<file path="config.mk">
export PLATFORM = sky130hd
export DESIGN_NAME = stc_config_regs
export DESIGN_NICKNAME = d
export VERILOG_FILES = /design/src/verilog/stc_pkg.sv /design/src/verilog/stc_config_regs.sv /design/src/verilog/stc_period_timer.sv
export SDC_FILE = /design/constraint.sdc
export NUM_CORES = 1
export LEC_CHECK = 0
export ABC_AREA = 0
export ABC_CLOCK_PERIOD_IN_PS = 10250
export BUFFER_PORTS_ARGS = -buffer_cell sky130_fd_sc_hd__buf_4
export CORE_UTILIZATION = 53
export CTS_CLUSTER_DIAMETER = 40
export DETAILED_ROUTE_END_ITERATION = 16
export PLACE_DENSITY = 0.71
export SYNTH_ARGS = -nofsm -noshare
export SYNTH_HDL_FRONTEND = slang
export SYNTH_SLANG_ARGS = --single-unit
</file>
<file path="constraint.sdc">
create_clock -name SYS_CLK -period 10.25 [get_ports SYS_CLK]
set_input_delay 3.075 -clock SYS_CLK [delete_from_list [all_inputs] [get_ports SYS_CLK]]
set_output_delay 3.075 -clock SYS_CLK [all_outputs]
set_load 0.01 [all_outputs]
</file>
<file path="src/verilog/stc_pkg.sv">
package stc_pkg;
   // ----------------------------------------
   // Register offsets
   // ----------------------------------------
   localparam logic [7:0] STC_OFS_STATUS  = 8'h04;
   localparam logic [7:0] STC_OFS_IRQ_EN  = 8'h07;
   localparam logic [7:0] STC_OFS_TRIM    = 8'h09;
   localparam logic [7:0] STC_OFS_TFLOOR  = 8'h0a;
   localparam logic [7:0] STC_OFS_TCEIL   = 8'h0b;
   localparam logic [7:0] STC_OFS_HFLOOR  = 8'h0c;
   localparam logic [7:0] STC_OFS_HCEIL   = 8'h0d;
   localparam logic [7:0] STC_OFS_SETUP   = 8'h0e;
   localparam logic [7:0] STC_OFS_MEAS    = 8'h0f;
   // ----------------------------------------
   // Reset values
   // ----------------------------------------
   localparam logic [7:0] STC_RST_TRIM    = 8'h00;
   localparam logic [7:0] STC_RST_TFLOOR  = 8'h01;
   localparam logic [7:0] STC_RST_TCEIL   = 8'hff;
   localparam logic [7:0] STC_RST_HFLOOR  = 8'h00;
   localparam logic [7:0] STC_RST_HCEIL   = 8'hff;
   localparam logic [7:0] STC_RST_SETUP   = 8'h00;
   // ----------------------------------------
   // Setup field positions
   // ----------------------------------------
   localparam int STC_BIT_SOFTRST = 7;
   localparam int STC_BIT_RATE_HI = 6;
   localparam int STC_BIT_RATE_LO = 4;
   localparam int STC_BIT_HEAT    = 3;
   localparam int STC_BIT_DRIVE   = 2;
   localparam int STC_BIT_POL     = 1;
   localparam int STC_BIT_MODE    = 0;
   localparam int STC_BIT_KICK    = 0;
   // Status and enable bits: ceiling/floor temp, ceiling/floor humidity
   localparam int STC_BIT_TH      = 6;
   localparam int STC_BIT_TL      = 5;
   localparam int STC_BIT_HH      = 4;
   localparam int STC_BIT_HL      = 3;
   // ----------------------------------------
   // Sample periods in milliseconds, per rate code
   // ----------------------------------------
   localparam int STC_CLK_HZ      = 20000000;
   localparam int STC_MS_CYCLES   = STC_CLK_HZ / 1000;
   localparam int STC_PER_MS_1    = 120000;
   localparam int STC_PER_MS_2    = 60000;
   localparam int STC_PER_MS_3    = 10000;
   localparam int STC_PER_MS_4    = 5000;
   localparam int STC_PER_MS_5    = 1000;
   localparam int STC_PER_MS_6    = 500;
   localparam int STC_PER_MS_7    = 200;
   localparam logic [2:0] STC_RATE_ONESHOT = 3'h0;
   localparam int STC_RST_HOLD    = 4;

   typedef enum logic [1:0] {
      STC_IDLE  = 2'b00,
      STC_CONV  = 2'b01,
      STC_WAIT  = 2'b10
   } stc_state_t;
endpackage

</file>
<file path="src/verilog/stc_config_regs.sv">
`timescale 1ns/10ps
// Overview of operation
// - Eight-bit read/write humidity trim added to every converted humidity result.
// - Trim equals the weighted sum of set bits; cleared bits add nothing.
// - Temperature floor threshold, read/write, resets to one.
// - Temperature ceiling threshold, read/write, resets to all ones.
// - Temperature code maps to code/256*165-40 degrees Celsius.
// - Humidity floor threshold, read/write, resets to zero.
// - Humidity ceiling threshold, read/write, resets to all ones.
// - Humidity code maps to code/256*100 percent relative humidity.
// - Setup bit 7 starts soft reset, self-clears when reset completes.
// - Rate field bits 6..4 zero selects one-shot, else continuous.
// - Rate codes give periods 120 s, 60 s, 10 s, 5 s, 1, 2, 5 Hz.
// - Setup bit 3 turns the heater on; resets off.
// - Setup bit 2 zero floats alert pin; one drives it.
// - Setup bit 1 sets alert polarity: zero low, one high.
// - Setup bit 0 selects clear-on-read or comparator alert behaviour.
// - Per-source enables matter only while pin drive bit is one.
// - Alarm flags clear on status read and on any reset.
// - Measurement kick starts conversion, then clears itself as it begins.
module stc_config_regs
   import stc_pkg::*;
#(
   parameter int MS_CYCLES = STC_MS_CYCLES
) (
   input  wire logic       SYS_CLK,
   input  wire logic       RESETN,
   input  wire logic       REG_WR,
   input  wire logic       REG_RD,
   input  wire logic [7:0] REG_ADDR,
   input  wire logic [7:0] REG_WDATA,
   output logic      [7:0] REG_RDATA,
   input  wire logic       CONV_DONE,
   input  wire logic [7:0] RAW_TEMP,
   input  wire logic [7:0] RAW_HUMIDITY,
   output logic            CONV_START,
   output logic      [7:0] HUMIDITY_RESULT,
   output logic            HEATER_ON,
   output logic            SOFT_RESET_ACTIVE,
   output logic            ALERT_OUTPUT_PIN_O,
   output logic            ALERT_OUTPUT_PIN_OE
);
   initial begin
      if (MS_CYCLES < 1) $error("MS_CYCLES must be at least one");
   end

   // Rate code to period in milliseconds
   function automatic logic [31:0] rate_period(input logic [2:0] code);
      case (code)
         3'h1:    rate_period = 32'(STC_PER_MS_1);
         3'h2:    rate_period = 32'(STC_PER_MS_2);
         3'h3:    rate_period = 32'(STC_PER_MS_3);
         3'h4:    rate_period = 32'(STC_PER_MS_4);
         3'h5:    rate_period = 32'(STC_PER_MS_5);
         3'h6:    rate_period = 32'(STC_PER_MS_6);
         3'h7:    rate_period = 32'(STC_PER_MS_7);
         default: rate_period = 32'(STC_PER_MS_7);
      endcase
   endfunction

   // ----------------------------------------
   // State
   // ----------------------------------------
   logic [7:0] trim_reg,   trim_next;
   logic [7:0] tfloor_reg, tfloor_next;
   logic [7:0] tceil_reg,  tceil_next;
   logic [7:0] hfloor_reg, hfloor_next;
   logic [7:0] hceil_reg,  hceil_next;
   logic [7:0] setup_reg,  setup_next;
   logic [7:0] irqen_reg,  irqen_next;
   logic       kick_reg,   kick_next;
   logic [7:0] status_reg, status_next;
   logic [7:0] hum_reg,    hum_next;
   logic [7:0] rdata_reg,  rdata_next;
   logic [2:0] srst_reg,   srst_next;
   stc_state_t state_reg,  state_next;
   logic       start;
   logic       tick;
   logic       continuous;
   logic [2:0] rate;
   logic [7:0] alarm_now;
   logic [7:0] alarm_src;
   logic       alert_act;
   logic       timer_run;
   localparam logic [2:0] SRST_IDLE   = 3'h0;
   localparam logic [2:0] SRST_LAST   = 3'h1;
   localparam logic [7:0] IRQ_EN_MASK = 8'hf8;

   assign rate       = setup_reg[STC_BIT_RATE_HI:STC_BIT_RATE_LO];
   assign continuous = (rate != STC_RATE_ONESHOT);

   // Timer counts only while a continuous stream is active
   assign timer_run  = continuous && state_reg != STC_IDLE && srst_reg == SRST_IDLE;

   stc_period_timer #(
      .MS_CYCLES (MS_CYCLES)
   ) u_timer (
      .clk       (SYS_CLK),
      .rst_n     (RESETN),
      .run       (timer_run),
      .period_ms (rate_period(rate)),
      .tick      (tick)
   );

   // ----------------------------------------
   // Alarm compare
   // ----------------------------------------
   // Humidity is compared after trimming, as it is reported
   // compare result to thresholds; codes share the result scale
   always_comb begin
      alarm_now = 8'h00;
      alarm_now[STC_BIT_TH] = RAW_TEMP > tceil_reg;
      alarm_now[STC_BIT_TL] = RAW_TEMP < tfloor_reg;
      alarm_now[STC_BIT_HH] = hum_next > hceil_reg;
      alarm_now[STC_BIT_HL] = hum_next < hfloor_reg;
   end

   // ----------------------------------------
   // Register file and sequencing
   // ----------------------------------------
   always_comb begin
      trim_next   = trim_reg;
      tfloor_next = tfloor_reg;
      tceil_next  = tceil_reg;
      hfloor_next = hfloor_reg;
      hceil_next  = hceil_reg;
      setup_next  = setup_reg;
      irqen_next  = irqen_reg;
      kick_next   = kick_reg;
      status_next = status_reg;
      hum_next    = hum_reg;
      state_next  = state_reg;
      rdata_next  = rdata_reg;
      start       = 1'b0;
      // weighted sum of set bits is plain binary add
      if (CONV_DONE) begin
         hum_next = RAW_HUMIDITY + trim_reg;
      end
      if (REG_RD) begin
         case (REG_ADDR)
            STC_OFS_STATUS: rdata_next = status_reg;
            STC_OFS_IRQ_EN: rdata_next = irqen_reg;
            STC_OFS_TRIM:   rdata_next = trim_reg;
            STC_OFS_TFLOOR: rdata_next = tfloor_reg;
            STC_OFS_TCEIL:  rdata_next = tceil_reg;
            STC_OFS_HFLOOR: rdata_next = hfloor_reg;
            STC_OFS_HCEIL:  rdata_next = hceil_reg;
            STC_OFS_SETUP:  rdata_next = setup_reg;
            STC_OFS_MEAS:   rdata_next = {7'h00, kick_reg};
            default:        rdata_next = 8'h00;
         endcase
         if (REG_ADDR == STC_OFS_STATUS) begin
            status_next = 8'h00;
         end
      end
      // Hardware set wins over the read clear
      if (CONV_DONE) begin
         status_next = status_next | alarm_now;
      end
      if (REG_WR) begin
         case (REG_ADDR)
            // Enable bits 2..0 always read zero; unused bit 7 keeps what is written
            STC_OFS_IRQ_EN: irqen_next  = REG_WDATA & IRQ_EN_MASK;
            STC_OFS_TRIM:   trim_next   = REG_WDATA;
            STC_OFS_TFLOOR: tfloor_next = REG_WDATA;
            STC_OFS_TCEIL:  tceil_next  = REG_WDATA;
            STC_OFS_HFLOOR: hfloor_next = REG_WDATA;
            STC_OFS_HCEIL:  hceil_next  = REG_WDATA;
            STC_OFS_SETUP:  setup_next  = REG_WDATA;
            STC_OFS_MEAS:   kick_next   = REG_WDATA[STC_BIT_KICK];
            default:        ;
         endcase
      end
      // Conversion sequencer
      case (state_reg)
         STC_IDLE: begin
            if (kick_reg) begin
               start      = 1'b1;
               kick_next  = 1'b0;
               state_next = STC_CONV;
            end
         end
         STC_CONV: begin
            if (CONV_DONE) begin
               state_next = continuous ? STC_WAIT : STC_IDLE;
            end
         end
         STC_WAIT: begin
            if (!continuous) begin
               state_next = STC_IDLE;
            end else if (tick) begin
               start      = 1'b1;
               state_next = STC_CONV;
            end
         end
         default: state_next = STC_IDLE;
      endcase
      // soft reset restores defaults, and bit self-clears in the same cycle
      // No conversion may start on settings about to be discarded
      if (srst_reg != SRST_IDLE) begin
         start     = 1'b0;
         if (srst_reg == SRST_LAST) begin
            trim_next   = STC_RST_TRIM;
            tfloor_next = STC_RST_TFLOOR;
            tceil_next  = STC_RST_TCEIL;
            hfloor_next = STC_RST_HFLOOR;
            hceil_next  = STC_RST_HCEIL;
            setup_next  = STC_RST_SETUP;
            irqen_next  = 8'h00;
            kick_next   = 1'b0;
            status_next = 8'h00;
            hum_next    = 8'h00;
            state_next  = STC_IDLE;
         end
      end
   end

   always_ff @(posedge SYS_CLK or negedge RESETN) begin
      if (!RESETN) begin
         trim_reg   <= STC_RST_TRIM;
         tfloor_reg <= STC_RST_TFLOOR;
         tceil_reg  <= STC_RST_TCEIL;
         hfloor_reg <= STC_RST_HFLOOR;
         hceil_reg  <= STC_RST_HCEIL;
         setup_reg  <= STC_RST_SETUP;
         irqen_reg  <= 8'h00;
         kick_reg   <= 1'b0;
         status_reg <= 8'h00;
         hum_reg    <= 8'h00;
         state_reg  <= STC_IDLE;
         rdata_reg  <= 8'h00;
      end else begin
         trim_reg   <= trim_next;
         tfloor_reg <= tfloor_next;
         tceil_reg  <= tceil_next;
         hfloor_reg <= hfloor_next;
         hceil_reg  <= hceil_next;
         setup_reg  <= setup_next;
         irqen_reg  <= irqen_next;
         kick_reg   <= kick_next;
         status_reg <= status_next;
         hum_reg    <= hum_next;
         state_reg  <= state_next;
         rdata_reg  <= rdata_next;
      end
   end

   // ----------------------------------------
   // Soft reset countdown
   // ----------------------------------------
   // bit 7 arms the countdown
   always_comb begin
      srst_next = srst_reg;
      if (srst_reg != SRST_IDLE) begin
         srst_next = srst_reg - 3'h1;
      end else if (setup_reg[STC_BIT_SOFTRST]) begin
         srst_next = 3'(STC_RST_HOLD);
      end
   end

   always_ff @(posedge SYS_CLK or negedge RESETN) begin
      if (!RESETN) begin
         srst_reg <= SRST_IDLE;
      end else begin
         srst_reg <= srst_next;
      end
   end

   // ----------------------------------------
   // Alert pin
   // ----------------------------------------
   // mode bit selects
   // latched flags alone or latched flags plus live condition
   // Comparator mode also shows a live alarm in the done cycle
   assign alarm_src = setup_reg[STC_BIT_MODE] ? (alarm_now & {8{CONV_DONE}}) | status_reg
                                              : status_reg;
   assign alert_act = setup_reg[STC_BIT_DRIVE] && ((alarm_src & irqen_reg) != 8'h00);

   // ----------------------------------------
   // Outputs
   // ----------------------------------------
   assign CONV_START        = start;
   assign REG_RDATA         = rdata_reg;
   assign HUMIDITY_RESULT   = hum_reg;
   assign HEATER_ON         = setup_reg[STC_BIT_HEAT];
   assign SOFT_RESET_ACTIVE = setup_reg[STC_BIT_SOFTRST];
   assign ALERT_OUTPUT_PIN_O  = setup_reg[STC_BIT_POL] ? alert_act : ~alert_act;
   assign ALERT_OUTPUT_PIN_OE = setup_reg[STC_BIT_DRIVE];
endmodule

</file>
<file path="src/verilog/stc_period_timer.sv">
`timescale 1ns/10ps
module stc_period_timer
   import stc_pkg::*;
#(
   parameter int MS_CYCLES = STC_MS_CYCLES
) (
   input  wire logic        clk,
   input  wire logic        rst_n,
   input  wire logic        run,
   input  wire logic [31:0] period_ms,
   output logic             tick
);
   initial begin
      if (MS_CYCLES < 1) $error("MS_CYCLES must be at least one");
   end

   logic [31:0] cyc_reg;
   logic [31:0] cyc_next;
   logic [31:0] ms_reg;
   logic [31:0] ms_next;

   // ----------------------------------------
   // Millisecond prescaler and period count
   // ----------------------------------------
   always_comb begin
      cyc_next = cyc_reg;
      ms_next  = ms_reg;
      tick     = 1'b0;
      if (!run) begin
         cyc_next = '0;
         ms_next  = '0;
      end else if (cyc_reg == 32'(MS_CYCLES - 1)) begin
         cyc_next = '0;
         if (ms_reg + 32'h1 >= period_ms) begin
            ms_next = '0;
            tick    = 1'b1;
         end else begin
            ms_next = ms_reg + 32'h1;
         end
      end else begin
         cyc_next = cyc_reg + 32'h1;
      end
   end

   always_ff @(posedge clk or negedge rst_n) begin
      if (!rst_n) begin
         cyc_reg <= '0;
         ms_reg  <= '0;
      end else begin
         cyc_reg <= cyc_next;
         ms_reg  <= ms_next;
      end
   end
endmodule

</file>
==> results_dict.tcl <==
set metrics [dict create \
    status "complete, no violations" \
    rsz0062_at_grt "false" \
    rrSetupSlack_ns 6.05 \
    final_util_pct 61.7 \
    ys_ff_latch 150 \
    setup_viol 0 \
    antenna_cells 0 \
    fin_worst_skew_ns 0.0116 \
    crit_slowest_cell "a2111oi_0" \
    area_delta_synth_final_pct 13.6 \
    grt_pass1_vias 7242 \
    cts_root_buffer "clkbuf_16" \
    overflow 0 \
    antenna_found_initial 0 \
    drtIter0Drc 536 \
    drcViolationCount 0 \
    p_int_uw 1070 \
    drtAntennaViolNets 0 \
    grt_usage_pct 26.9 \
    fin_hold_ws_ns 0.494 \
    synth.largest_area_cell "dfrtp_1" \
    core_mm2 0.0166 \
    synthArstFlopShare_pct 100 \
    post_drt_wl_per_cell_um 18.2 \
    critical_path_required_ns 7.18 \
    h-tree-depth 4 \
    gp_congestion 0.923 \
    p_sw_share_pct 31.2 \
    grt_pass1_wl_mm 36.9 \
    slew_violations 0 \
    clk_path_buf_depth 2 \
    setup_tns_ns 0 \
    max_freq_mhz 100 \
    cts.reportedPaths.clkPinSlew_ns 0.06 \
    synth-edff-count 0 \
    slew_headroom_pct 31.7 \
    clk_latency_ns 0.43 \
    min_period_ns 9.97 \
    boundaryPins 58 \
    synth.avg_cell_area_um2 9.52 \
    crit_arrival_ns 6.89 \
    yosysUniqueCellTypes 70 \
    cts_setup_buffers 0 \
    grt_max_degree 77 \
    synth_top_cell_area_share_pct 36.9 \
    yosysSeqAreaShare_pct 41.9 \
    hold_buffers 0 \
    initial_utilization_pct 54.4 \
    cp_top_family "compound AO/OA/AOI/OAI gates" \
    cpPeakStageDelay_ns 0.42 \
    synth_area_leaders "dfrtp_1 37%, ha_1 7.6%, mux2i_1 6.6%" \
    min_path_type "flop to flop" \
    synthFlopType "dfrtp_1" \
    cp_num_buf_inv 3 \
    max-vdd-ir-drop_mv 0.118 \
    die-area_mm2 0.0175 \
    hold_viol 0 \
    drt_pass1_iterations 5 \
    cts_buffers 17 \
    io_buffer_count 57 \
    endpoint_kind "output port" \
    max_slew.worst_pin.slew_ns 1.02 \
    drv_cap 0 \
    nets 1086 \
    pwr-share-clk_pct 40.2 \
    cp-start-kind "input port" \
    vias 7382 \
    p_seq_share_pct 41.9 \
    combPwrFrac_pct 17.9 \
    syn-instance-count 947 \
    crit_top_cell "buf_4" \
    finalCritPeriodShare_pct 97.3 \
    die_w_um 132 \
    cts.sinks 150 \
    layout-drive-gt1-share_pct 13.3 \
    avgViaCountPerCell 6.02 \
    power_density_mw_per_mm2 153 \
    cts_tree "yes" \
    post-dp-hpwl_mm 15.6 \
    ys_warn_count 0 \
    power_leakage_uw 0.00473 \
    num_rows 47 \
    finalWirelength_mm 22.3 \
    syn-cell-area_mm2 0.00901 \
    crit_chain "buf_4 > ha_1 > a21o_1 > a21oi_1 > o21bai_1 > a2111oi_0 > nor3_1 > xnor2_1 > a211oi_2 > buf_4 > ha_1 > a211oi_2 > nand2_1 > a211oi_1 > o41ai_2 > a41oi_1 > xnor2_1 > buf_4" \
    cp_max_fo 3 \
    syn_nets 1040 \
    crit_type "input port to output port" \
    die_h_um 132 \
    p_sw_uw 488 \
]
[cell type report]
| cell class | instances | area [µm²] |
|---|---|---|
| fillers | 1443 | 6350 |
| well taps | 220 | 275 |
| inverters | 52 | 195 |
| clock buffers | 17 | 425 |
| multi-input cells | 708 | 4920 |
| flip-flops and latches | 150 | 3770 |
| clock inverters | 15 | 160 |
| repair buffers | 64 | 484 |
[through the flow]
stage | area [µm²] | power [µW] | instances | setup WS, ns
after global placement | 9630 | 929 | 1194 | 0.313
after global routing | 10200 | 1630 | 1226 | 0.0404
after detailed placement | 9630 | 935 | 1194 | 0.228
final | 10200 | 1560 | 1226 | 0.280
after CTS | 10200 | 1560 | 1226 | 0.175
after floorplan | 9010 | 821 | 947 | 1.01
[logic make-up (layout without fill, tap and decap cells)]
| family | count (synthesis) | after routing | share of synthesized area (%) |
|---|---|---|---|
| muxes | 62 | 62 | 7.05 |
| DFF | 150 | 150 | 41.9 |
| xor gates and xnor gates | 55 | 55 | 5.34 |
| AOI/OAI and AO/OA | 176 | 176 | 13.3 |
| buffers and inverters | 89 | 148 | 3.84 |
| adders and majority gates | 56 | 56 | 7.86 |
| and+or+nand+nor | 359 | 359 | 20.7 |
[per-layer routing]
metal  global-route usage, %  wire length [µm]  vias to the layer above
li1                        -                 -                     3517
met1                    34.4              9670                     3569
met2                    43.8             10700                      230
met3                    5.29              1100                       66
met4                    13.0               861                        0
met5                       0                 0                        -
[cells in the mapped netlist (3+ instances only)]
master and count:
a22o_1 3, o22ai_1 16, dfrtp_1 133, inv_1 52, nor2_1 109, o21a_1 5, mux2i_1 59, a32o_1 15
ha_1 55, and4_1 7, nor4_1 11, or3_1 7, o21ai_0 21, a221oi_1 10, nand2_1 67, xor2_1 27
nor3_1 11, nand2b_1 8, dfstp_2 17, nand4_1 24, nor4_2 5, a21o_1 12, a31oi_1 3, buf_1 4
nor2b_1 5, a21oi_1 48, a211oi_1 11, nand3_1 38, and3_1 24, xnor2_1 28, clkbuf_1 30, and2_1 23
o211ai_1 10
[layout by cell type (no fill, tap or decap), types with 11 or more instances in the layout]
| cell | instances |
|---|---|
| clkbuf_16 | 17 |
| a21oi_1 | 48 |
| nand3_1 | 38 |
| mux2i_1 | 59 |
| nor4_1 | 11 |
| ha_1 | 55 |
| nor2_1 | 109 |
| inv_1 | 52 |
| xor2_1 | 27 |
| a32o_1 | 15 |
| o22ai_1 | 16 |
| xnor2_1 | 28 |
| nand2_1 | 67 |
| dfrtp_1 | 133 |
| and2_1 | 23 |
| nand4_1 | 24 |
| dfstp_2 | 17 |
| and3_1 | 24 |
| o21ai_0 | 21 |
| a21o_1 | 12 |
| buf_4 | 63 |
[path summary, 6_finish.rpt]
| kind | from | endpoint | cells past startpoint |
|---|---|---|---|
| hold reg to reg | u_timer.cyc_reg[0] | u_timer.cyc_reg[0] | 1 |
| max in group asynchronous | RESETN | u_timer.ms_reg[21] | 2 |
| hold / removal | u_timer.cyc_reg[0] | u_timer.cyc_reg[0] | 1 |
| setup / recovery | RAW_HUMIDITY[1] | ALERT_OUTPUT_PIN_O | 18 |
| setup reg to reg | u_timer.ms_reg[2] | state_reg[0] | 12 |
| min in group asynchronous | RESETN | u_timer.cyc_reg[25] | 1 |
[repair_timing]
item                       CTS  global route
setup endpoints to repair    0             1
hold endpoints to repair     0             0
gates resized for setup      0             3
[worst reg2reg max path, cell delays in order, from the launching register on]
cell and delay [ns]:
dfrtp_1 0.50, nand4_4 0.20, nor2_1 0.51, and3_1 0.27, and3_1 0.17, xor2_1 0.22
ha_1 0.30, a21oi_1 0.15, a21oi_1 0.08, a2111oi_0 0.56, a22o_1 0.26, and3_1 0.64
o32ai_1 0.20
[power groups by stage]
stage	combinational [µW]	sequential, µW	clock, µW
2_1_floorplan	160	661	0
3_3_place_gp	265	664	0
3_5_place_dp	272	663	0
4_1_cts	275	654	635
5_1_grt	313	659	663
6_report	279	654	628
(Power assumes the default switching activity.)
